--- src/inc/exec_pkg.sv ---
// Purpose: shared constants and carrier types for the decode/execute block
// Assumes: 16-bit opcodes, 32-bit operands, one clock domain
// Notes: status word layout and opcode patterns defined here; checker and bench also use literal bit positions and opcodes
package exec_pkg;

  // status word bit positions
  localparam int PSW_TRACE_CTL_HIGH = 15;
  localparam int PSW_TRACE_CTL_LOW  = 14;
  localparam int PSW_SUPER          = 13;
  localparam int PSW_MASK_HI        = 10;
  localparam int PSW_MASK_LO        = 8;
  localparam int PSW_X              = 4;
  localparam int PSW_N              = 3;
  localparam int PSW_Z              = 2;
  localparam int PSW_V              = 1;
  localparam int PSW_C              = 0;
  localparam logic [15:0] PSW_RESET = 16'h2700;

  // opcode patterns
  localparam logic [3:0]  OP_SCC_LINE  = 4'h5;
  localparam logic [1:0]  OP_SCC_SIZE  = 2'h3;
  localparam logic [3:0]  OP_SUB_LINE  = 4'h9;
  localparam logic [15:0] OP_HALT      = 16'h4E72;

  // operation sizes
  localparam logic [1:0] SZ_BYTE = 2'h0;
  localparam logic [1:0] SZ_WORD = 2'h1;
  localparam logic [1:0] SZ_LONG = 2'h2;
  localparam logic [1:0] SZ_NONE = 2'h3;

  // addressing mode codes
  localparam logic [2:0] MODE_DREG  = 3'h0;
  localparam logic [2:0] MODE_AREG  = 3'h1;
  localparam logic [2:0] MODE_IND   = 3'h2;
  localparam logic [2:0] MODE_IDX   = 3'h6;
  localparam logic [2:0] MODE_EXT   = 3'h7;
  localparam logic [2:0] EXT_ABS_L  = 3'h1;
  localparam logic [2:0] EXT_IMM    = 3'h4;

  typedef enum logic [2:0] {
    ST_RESET = 3'h1,
    ST_RUN   = 3'h2,
    ST_HALT  = 3'h4
  } state_t;

  // operand write-back request
  typedef struct packed {
    logic        valid;
    logic        to_ea;
    logic [2:0]  data_reg_sel;
    logic [1:0]  size;
    logic [31:0] data;
  } wb_t;

  // exception requests to the exception unit, one-cycle pulses
  typedef struct packed {
    logic       rst;
    logic       priv_trap;
    logic       illegal;
    logic       trace;
    logic       irq;
    logic [2:0] irq_level;
    logic       pc_advance;
  } exc_t;

endpackage

--- src/rtl/cond_eval.sv ---
// Purpose: evaluate a 4-bit condition selector against the flags
// Assumes: flags given as n, z, v, c
// Notes: purely combinational
`timescale 1ns/10ps
module cond_eval
(
  input  wire logic [3:0] sel,
  input  wire logic       n,
  input  wire logic       z,
  input  wire logic       v,
  input  wire logic       c,
  output logic            cond_true
);
  always_comb
  begin
    case (sel)
      4'h0: cond_true = 1'b1;
      4'h1: cond_true = 1'b0;
      4'h2: cond_true = ~c & ~z;
      4'h3: cond_true = c | z;
      4'h4: cond_true = ~c;
      4'h5: cond_true = c;
      4'h6: cond_true = ~z;
      4'h7: cond_true = z;
      4'h8: cond_true = ~v;
      4'h9: cond_true = v;
      4'hA: cond_true = ~n;
      4'hB: cond_true = n;
      4'hC: cond_true = ~(n ^ v);
      4'hD: cond_true = n ^ v;
      4'hE: cond_true = ~(n ^ v) & ~z;
      4'hF: cond_true = z | (n ^ v);
      default: cond_true = 1'b0;
    endcase
  end
endmodule

--- src/rtl/sub_unit.sv ---
// Purpose: sized subtract with x n z v c flags
// Assumes: size byte, word or long; upper bits of minuend pass through
// Notes: borrow taken from the extra top bit of a widened difference
`timescale 1ns/10ps
module sub_unit
  import exec_pkg::*;
(
  input  wire logic [1:0]  size,
  input  wire logic [31:0] minuend,
  input  wire logic [31:0] subtrahend,
  output logic [31:0]      diff,
  output logic [4:0]       flags
);
  logic [8:0]  d8;
  logic [16:0] d16;
  logic [32:0] d32;
  logic        msb_a;
  logic        msb_b;
  logic        msb_r;
  logic        zero;
  logic        borrow;

  always_comb
  begin
    d8  = {1'b0, minuend[7:0]} - {1'b0, subtrahend[7:0]};
    d16 = {1'b0, minuend[15:0]} - {1'b0, subtrahend[15:0]};
    d32 = {1'b0, minuend} - {1'b0, subtrahend};
    case (size)
      SZ_BYTE:
      begin
        diff   = {minuend[31:8], d8[7:0]};
        msb_a  = minuend[7];
        msb_b  = subtrahend[7];
        msb_r  = d8[7];
        zero   = (d8[7:0] == 8'h00);
        borrow = d8[8];
      end
      SZ_WORD:
      begin
        diff   = {minuend[31:16], d16[15:0]};
        msb_a  = minuend[15];
        msb_b  = subtrahend[15];
        msb_r  = d16[15];
        zero   = (d16[15:0] == 16'h0000);
        borrow = d16[16];
      end
      default:
      begin
        diff   = d32[31:0];
        msb_a  = minuend[31];
        msb_b  = subtrahend[31];
        msb_r  = d32[31];
        zero   = (d32[31:0] == 32'h00000000);
        borrow = d32[32];
      end
    endcase
    // extend copies carry; overflow when signs differ and result flips
    flags = {borrow, msb_r, zero, (msb_a ^ msb_b) & (msb_a ^ msb_r),
             borrow};
  end
endmodule

--- src/rtl/cond_set_halt_subtract_exec.sv ---
// Purpose: decode and execute conditional set, halt and subtract
// Assumes: opcode, extension word and operands arrive together
// Assumes: operands already fetched by the operand path
// Notes: one instruction per cycle; write-back and exceptions registered
// Notes on behaviour
// - conditional set writes all-ones byte if condition true, else zeros.
// - selector codes 0..F map to the sixteen standard flag conditions.
// - selector from opcode bits 11:8; bits 7:6 ones; low six give ea.
// - conditional set destination must be data alterable.
// - supervisor halt loads whole status word, advances pc, stops fetch.
// - halt outside supervisor state traps instead.
// - halted core resumes only on trace, interrupt or reset.
// - trace after halt when tracing enabled as halt begins.
// - halted interrupt taken only above mask of new status word.
// - external reset always starts reset exception, halted or not.
// - halt sets flags from its operand; conditional set keeps them.
// - subtract gives destination minus source at byte, word, long.
// - subtract sets carry, overflow, zero, negative; extend copies carry.
// - opmodes 0-2 data register minus ea; 4-6 ea minus data register.
// - ea as source accepts all modes, no address register for byte.
// - ea as destination accepts only memory alterable modes.
`timescale 1ns/10ps
module cond_set_halt_subtract_exec
  import exec_pkg::*;
(
  input  wire logic        mclk,
  input  wire logic        rstn,
  input  wire logic        instr_valid,
  input  wire logic [15:0] opcode,
  input  wire logic [15:0] ext_word,
  input  wire logic [31:0] ea_operand,
  input  wire logic [31:0] dreg_operand,
  input  wire logic [2:0]  irq_level,
  output logic             fetch_en,
  output logic [15:0]      processor_state_word,
  output exec_pkg::wb_t    wb,
  output exec_pkg::exc_t   exc
);
  import exec_pkg::*;

  typedef struct packed {
    state_t      st;
    logic [15:0] psw;
    logic        trace_pend;
    logic        fetch_en;
    wb_t         wb;
    exc_t        exc;
  } core_t;

  core_t core_reg;
  core_t core_next;

  // opcode fields
  logic [2:0] ea_mode;
  logic [2:0] ea_reg;
  logic [2:0] sub_opmode;
  logic [1:0] sub_size;
  logic       sub_to_ea;

  // decode results
  logic is_scc;
  logic is_sub;
  logic is_halt;
  logic data_alterable;
  logic mem_alterable;
  logic src_mode_ok;
  logic sub_size_ok;
  logic scc_legal;
  logic sub_legal;
  logic supervisor;
  logic trace_on;
  logic irq_above_mask;

  // execution datapath
  logic        cond_true;
  logic [31:0] sub_minuend;
  logic [31:0] sub_subtrahend;
  logic [31:0] sub_diff;
  logic [4:0]  sub_flags;

  assign ea_mode    = opcode[5:3];
  assign ea_reg     = opcode[2:0];
  assign sub_opmode = opcode[8:6];
  assign sub_size   = sub_opmode[1:0];
  assign sub_to_ea  = sub_opmode[2];

  assign is_scc  = (opcode[15:12] == OP_SCC_LINE)
                 && (opcode[7:6] == OP_SCC_SIZE);
  assign is_sub  = (opcode[15:12] == OP_SUB_LINE);
  assign is_halt = (opcode == OP_HALT);

  // abs short and abs long are the only alterable extended modes
  assign mem_alterable = ((ea_mode >= MODE_IND) && (ea_mode <= MODE_IDX))
                       || ((ea_mode == MODE_EXT) && (ea_reg <= EXT_ABS_L));
  assign data_alterable = mem_alterable
                        || (ea_mode == MODE_DREG);

  // pc-relative and immediate forms sit at extended regs 2..4
  assign src_mode_ok = (ea_mode == MODE_EXT) ? (ea_reg <= EXT_IMM)
                     : !((ea_mode == MODE_AREG)
                         && (sub_size == SZ_BYTE));

  // opmodes 3 and 7 belong to the address-register form, not handled here
  assign sub_size_ok = (sub_size != SZ_NONE);
  assign sub_legal   = is_sub && sub_size_ok
                     && (sub_to_ea ? mem_alterable
                                   : src_mode_ok);
  assign scc_legal   = is_scc && data_alterable;

  assign supervisor = core_reg.psw[PSW_SUPER];
  assign trace_on   = core_reg.psw[PSW_TRACE_CTL_LOW]
                    && !core_reg.psw[PSW_TRACE_CTL_HIGH];
  // compare against the mask now held, i.e. the one the halt loaded
  assign irq_above_mask = (irq_level
                           > core_reg.psw[PSW_MASK_HI:PSW_MASK_LO]);

  assign sub_minuend    = sub_to_ea ? ea_operand : dreg_operand;
  assign sub_subtrahend = sub_to_ea ? dreg_operand : ea_operand;

  cond_eval u_cond
  (
    .sel       (opcode[11:8]),
    .n         (core_reg.psw[PSW_N]),
    .z         (core_reg.psw[PSW_Z]),
    .v         (core_reg.psw[PSW_V]),
    .c         (core_reg.psw[PSW_C]),
    .cond_true (cond_true)
  );

  sub_unit u_sub
  (
    .size       (sub_size),
    .minuend    (sub_minuend),
    .subtrahend (sub_subtrahend),
    .diff       (sub_diff),
    .flags      (sub_flags)
  );

  always_comb
  begin
    core_next = core_reg;
    // pulses last one cycle
    core_next.wb.valid = 1'b0;
    core_next.exc      = '0;
    case (core_reg.st)
      ST_RESET:
      begin
        // first cycle after release always reports the reset
        core_next.exc.rst   = 1'b1;
        core_next.st        = ST_RUN;
        core_next.fetch_en  = 1'b1;
        core_next.trace_pend = 1'b0;
      end
      ST_RUN:
      begin
        if (instr_valid)
        begin
          if (is_halt)
          begin
            if (supervisor)
            begin
              // whole word, flags included, comes from the operand
              core_next.psw            = ext_word;
              core_next.exc.pc_advance = 1'b1;
              core_next.trace_pend     = trace_on;
              core_next.fetch_en       = 1'b0;
              core_next.st             = ST_HALT;
            end
            else
            begin
              core_next.exc.priv_trap = 1'b1;
            end
          end
          else if (scc_legal)
          begin
            // flags untouched: psw is not written on this path
            core_next.wb.valid        = 1'b1;
            core_next.wb.to_ea        = (ea_mode != MODE_DREG);
            core_next.wb.data_reg_sel = ea_reg;
            core_next.wb.size         = SZ_BYTE;
            core_next.wb.data         = {24'h000000,
                                         {8{cond_true}}};
          end
          else if (sub_legal)
          begin
            core_next.wb.valid        = 1'b1;
            core_next.wb.to_ea        = sub_to_ea;
            core_next.wb.data_reg_sel = opcode[11:9];
            core_next.wb.size         = sub_size;
            core_next.wb.data         = sub_diff;
            core_next.psw[PSW_X:PSW_C] = sub_flags;
          end
          else
          begin
            // bad mode for its direction, or an opcode not handled here
            core_next.exc.illegal = 1'b1;
          end
        end
      end
      ST_HALT:
      begin
        // trace outranks a pending interrupt; both leave the halt
        if (core_reg.trace_pend)
        begin
          core_next.exc.trace  = 1'b1;
          core_next.trace_pend = 1'b0;
          core_next.fetch_en   = 1'b1;
          core_next.st         = ST_RUN;
        end
        else if (irq_above_mask)
        begin
          core_next.exc.irq       = 1'b1;
          core_next.exc.irq_level = irq_level;
          core_next.fetch_en      = 1'b1;
          core_next.st            = ST_RUN;
        end
        else
        begin
          // lower or equal requests are ignored, still halted
          core_next.fetch_en = 1'b0;
        end
      end
      default:
      begin
        core_next.st       = ST_RESET;
        core_next.fetch_en = 1'b0;
      end
    endcase
  end

  // reset leaves any state, halt included
  always_ff @(posedge mclk or negedge rstn)
  begin
    if (!rstn)
    begin
      core_reg.st         <= ST_RESET;
      core_reg.psw        <= PSW_RESET;
      core_reg.trace_pend <= 1'b0;
      core_reg.fetch_en   <= 1'b0;
      core_reg.wb         <= '0;
      core_reg.exc        <= '0;
    end
    else
    begin
      core_reg <= core_next;
    end
  end

  assign fetch_en             = core_reg.fetch_en;
  assign processor_state_word = core_reg.psw;
  assign wb                   = core_reg.wb;
  assign exc                  = core_reg.exc;

endmodule

--- config.mk ---
export PLATFORM = sky130hd
export DESIGN_NAME = cond_set_halt_subtract_exec
export DESIGN_NICKNAME = d
export VERILOG_FILES = /design/src/inc/exec_pkg.sv /design/src/rtl/cond_eval.sv /design/src/rtl/sub_unit.sv /design/src/rtl/cond_set_halt_subtract_exec.sv
export SDC_FILE = /design/constraint.sdc
export NUM_CORES = 1
export LEC_CHECK = 0
export BUFFER_PORTS_ARGS = -buffer_cell sky130_fd_sc_hd__buf_2
export CELL_PAD_IN_SITES_DETAIL_PLACEMENT = 1
export CELL_PAD_IN_SITES_GLOBAL_PLACEMENT = 2
export CORE_MARGIN = 2
export CORE_UTILIZATION = 32
export DETAILED_ROUTE_END_ITERATION = 7
export PLACE_DENSITY = 0.88
export SETUP_SLACK_MARGIN = 0.1
export SLEW_MARGIN = 0
export SYNTH_ARGS = -nofsm -noshare
export SYNTH_HDL_FRONTEND = slang
export SYNTH_SLANG_ARGS = --single-unit
export TNS_END_PERCENT = 20
--- constraint.sdc ---
create_clock -name mclk -period 2.9 [get_ports mclk]
set_clock_uncertainty 0.1 [all_clocks]
set_input_delay 0.145 -clock mclk [delete_from_list [all_inputs] [get_ports mclk]]
set_output_delay 0.145 -clock mclk [all_outputs]
set_load 0.01 [all_outputs]
==> impl_metrics.csv <==
group,metric,value,unit
timing,fin_ws,-305,ps
worst_setup_path,reg2reg_from,"processor_state_word[9]",
synth,synth-seq-cells,69,
synth,synth_area,6450,um^2
hold_path,holdCritStartpoint,"opcode[1]",
global_routing,grtUsageMet1,28.3,%
global_routing,grt_util_all_layers,23.0,%
synth,async_flop_share,100,%
synth,synth_nets,902,
status,status,"finished with violations",
detailed_routing,wl,26000,um
cells_and_area,drive_gt1_share,45.5,%
clock_tree,htree_num_levels,3,
timing,fmax,312,MHz
cells_and_area,final_nets,1174,
worst_setup_path,reg2reg_slack,660,ps
worst_setup_path,r2r-end,"exc[1]",
synth,syn_inst,763,
synth,yosysSeqAreaShare,26.9,%
die,die_x,146,um
placed_design,place_ws,-823,ps
synth,synthTopCellsByArea,"dfrtp_1, mux2i_1, buf_4, ha_1, mux2_2",
die,start_util,32.8,%
global_routing,use_met3,3.62,%
synth,synth_edf_count,0,
global_routing,gr-total-overflow,0,
synth,ys_warn_count,0,
placed_design,gp_congestion,0.876,
die,dieHeight,146,um
timing,tightestPinTransition,1070,ps
synth,netlist.area_leader.share,24.8,%
global_routing,grt_max_degree,70,
cells_and_area,fillCellCount,2327,
hold_path,hold_class,"in -> reg",
global_routing,gr-max-usage-layer,"met2",
clock_tree,numClockSinks,69,
status,violations,"setup timing",
detailed_routing,vias,6880,
hold_path,hold_depth,3,
timing,rsz0062_at_grt,"yes",
clock_tree,cts_tree,"done",
timing,hold_viol_final,0,
worst_setup_path,setup.worst_path.start_class,"input port",
detailed_routing,dr.pass1.iters,4,
cells_and_area,final_cell_mix,"buf_2, buf_4, nand2_1",
global_routing,grt_pass1_vias,7453,
clock_tree,cts_buffer_depth,2,
cells_and_area,largest-register,"wb",
worst_setup_path,reg2reg_depth,7,
placed_design,hpwl,18100,um
detailed_routing,remaining_drc_errors,0,
die,dieArea,21300,um^2
timing,slew_violations,0,
pwr,leakage,4.60,nW
clock_tree,root_buffer,"clkbuf_16",
worst_setup_path,crit_path_end_kind,"flop",
cells_and_area,layout_commonest_cell,"buf_2",
pwr,power_density,492,nW/um^2
pwr,vdd_drop_max,0.295,mV
placed_design,io_buffers,166,
global_routing,met2_usage,40.4,%
synth,synth_cell_type_count,72,
global_routing,antenna_found_initial,1,
timing,slew_headroom,28.5,%
die,core_area,19700,um^2
synth,yosys_most_used_dff,"dfrtp_1",
worst_setup_path,cp.required,3100,ps
clock_tree,clk_pin_slew,70,ps
cells_and_area,largest_reg_flops,39,
global_routing,grt_pass1_wl,39400,um
synth,syn-mean-instance-area,8.46,um^2
timing,finalCriticalPeriod,3210,ps
timing,report.final.setup_viol,5,
worst_setup_path,crit_fanout,11,
clock_tree,cts_buffers,9,
detailed_routing,wl_per_cell,19.9,um
job,maxCapViolCount,0,
die,pin_count,167,
detailed_routing,drtIter0Drc,267,
detailed_routing,via_per_inst,5.27,
timing,period_share,111,%
hold_path,min_to,"wb[35]",
clock_tree,clock_latency,360,ps
synth,synth_largest_area_cell,"dfrtp_1",
worst_setup_path,cp.arrival,3410,ps
detailed_routing,ant_nets,0,
pwr,p_total,4.68,mW
worst_setup_path,path_class,"in -> reg",
die,rows,51,
cells_and_area,synthToLayoutAreaGrowth,47.4,%
==> logic make-up after synthesis <==
| logic type | after synthesis | synth area share [%] |
|---|---|---|
| flops | 69 | 26.9 |
| fa+ha+maj | 37 | 7.29 |
| simple gates | 233 | 17.5 |
| compound gates | 200 | 20.6 |
| buf+inv | 112 | 10.3 |
| xor+xnor | 24 | 3.26 |
| mux | 88 | 14.3 |
==> cell type report <==
| class | instances | area [um^2] | share of cell area, % |
|---|---|---|---|
| Sequential cell | 69 | 1730 | 18.2 |
| Clock inverter | 7 | 103 | 1.08 |
| Timing Repair Buffer | 358 | 2460 | 25.9 |
| Inverter | 15 | 56.3 | 0.592 |
| Clock buffer | 9 | 225 | 2.37 |
| Multi-Input combinational cell | 582 | 4600 | 48.3 |
| Antenna cell | 1 | 2.50 | 0.0263 |
| Tap cell | 265 | 332 | 3.49 |
==> power breakdown <==
part	internal, mW	leakage, nW	switching [mW]	total, mW
registers	1.06	0.900	0.0702	1.13
clock network	0.768	0.157	0.533	1.30
logic	1.14	3.54	1.11	2.24
total	2.97	4.60	1.71	4.68
==> synth_stat cells, types with 9 or more instances <==
library cell / count
ha_1: 36
clkbuf_1: 26
a22o_1: 9
dfrtp_1: 64
mux2i_1: 56
nand2_1: 84
o211ai_1: 10
nor3_1: 13
inv_1: 14
xnor2_1: 12
nand2b_1: 15
o21ai_0: 61
xor2_1: 12
nor2_1: 53
a21oi_1: 44
nand3_1: 12
mux2_2: 32
buf_4: 64
o21a_1: 10
==> what timing repair did <==
item                                   4_1_cts  5_1_grt
endpoints found under the hold margin       81        0
setup endpoints to repair                   22       24
resized for setup                           40       54
buffers inserted                             5        4
gates cloned                                 1        2
pin swaps                                   15       11
hold buffers                                18        0
==> stage by stage <==
| step | hold slack (ps) | cells | setup TNS (ps) | utilization (%) | area, um^2 |
|---|---|---|---|---|---|
| after floorplan | -251 | 763 | -2650 | - | 6630 |
| after global placement | 239 | 1259 | -8960 | 42.3 | 8320 |
| after detailed placement | 242 | 1259 | -11090 | 42.3 | 8320 |
| after CTS | 52.5 | 1299 | -474 | 46.7 | 9180 |
| after global routing | 107 | 1306 | -1670 | 48.4 | 9510 |
| final | 55.6 | 1306 | -589 | 48.4 | 9510 |
==> routing by layer <==
layer | part of all wire, % | vias to the layer above
li1 | - | 3249
met3 | 4.4 | 53
met5 | 0 | -
met4 | 3.4 | 0
met1 | 42 | 3369
met2 | 50 | 209
==> critical path, cell delays in order <==
cell	delay (ps)
clkbuf_16	150
buf_12	130
buf_16	140
buf_4	140
mux2i_1	280
ha_4	280
buf_4	150
nand4_1	150
o221a_4	230
o211ai_4	120
o21a_1	230
or3_4	350
a2111oi_4	340
nand3_1	150
o311ai_2	240
o211a_1	170
==> worst max path at each step <==
stage | start | end | slack, ps | cells past startpoint
after global placement | opcode[8] | processor_state_word[2] | -730 | 15
final | opcode[8] | processor_state_word[2] | -310 | 16
after CTS | opcode[8] | processor_state_word[2] | -240 | 17
after detailed placement | opcode[8] | processor_state_word[2] | -820 | 15
after global routing | opcode[8] | processor_state_word[2] | -450 | 17
after floorplan | opcode[8] | processor_state_word[2] | -620 | 17
No activity file was read; power rests on OpenSTA's default activity.
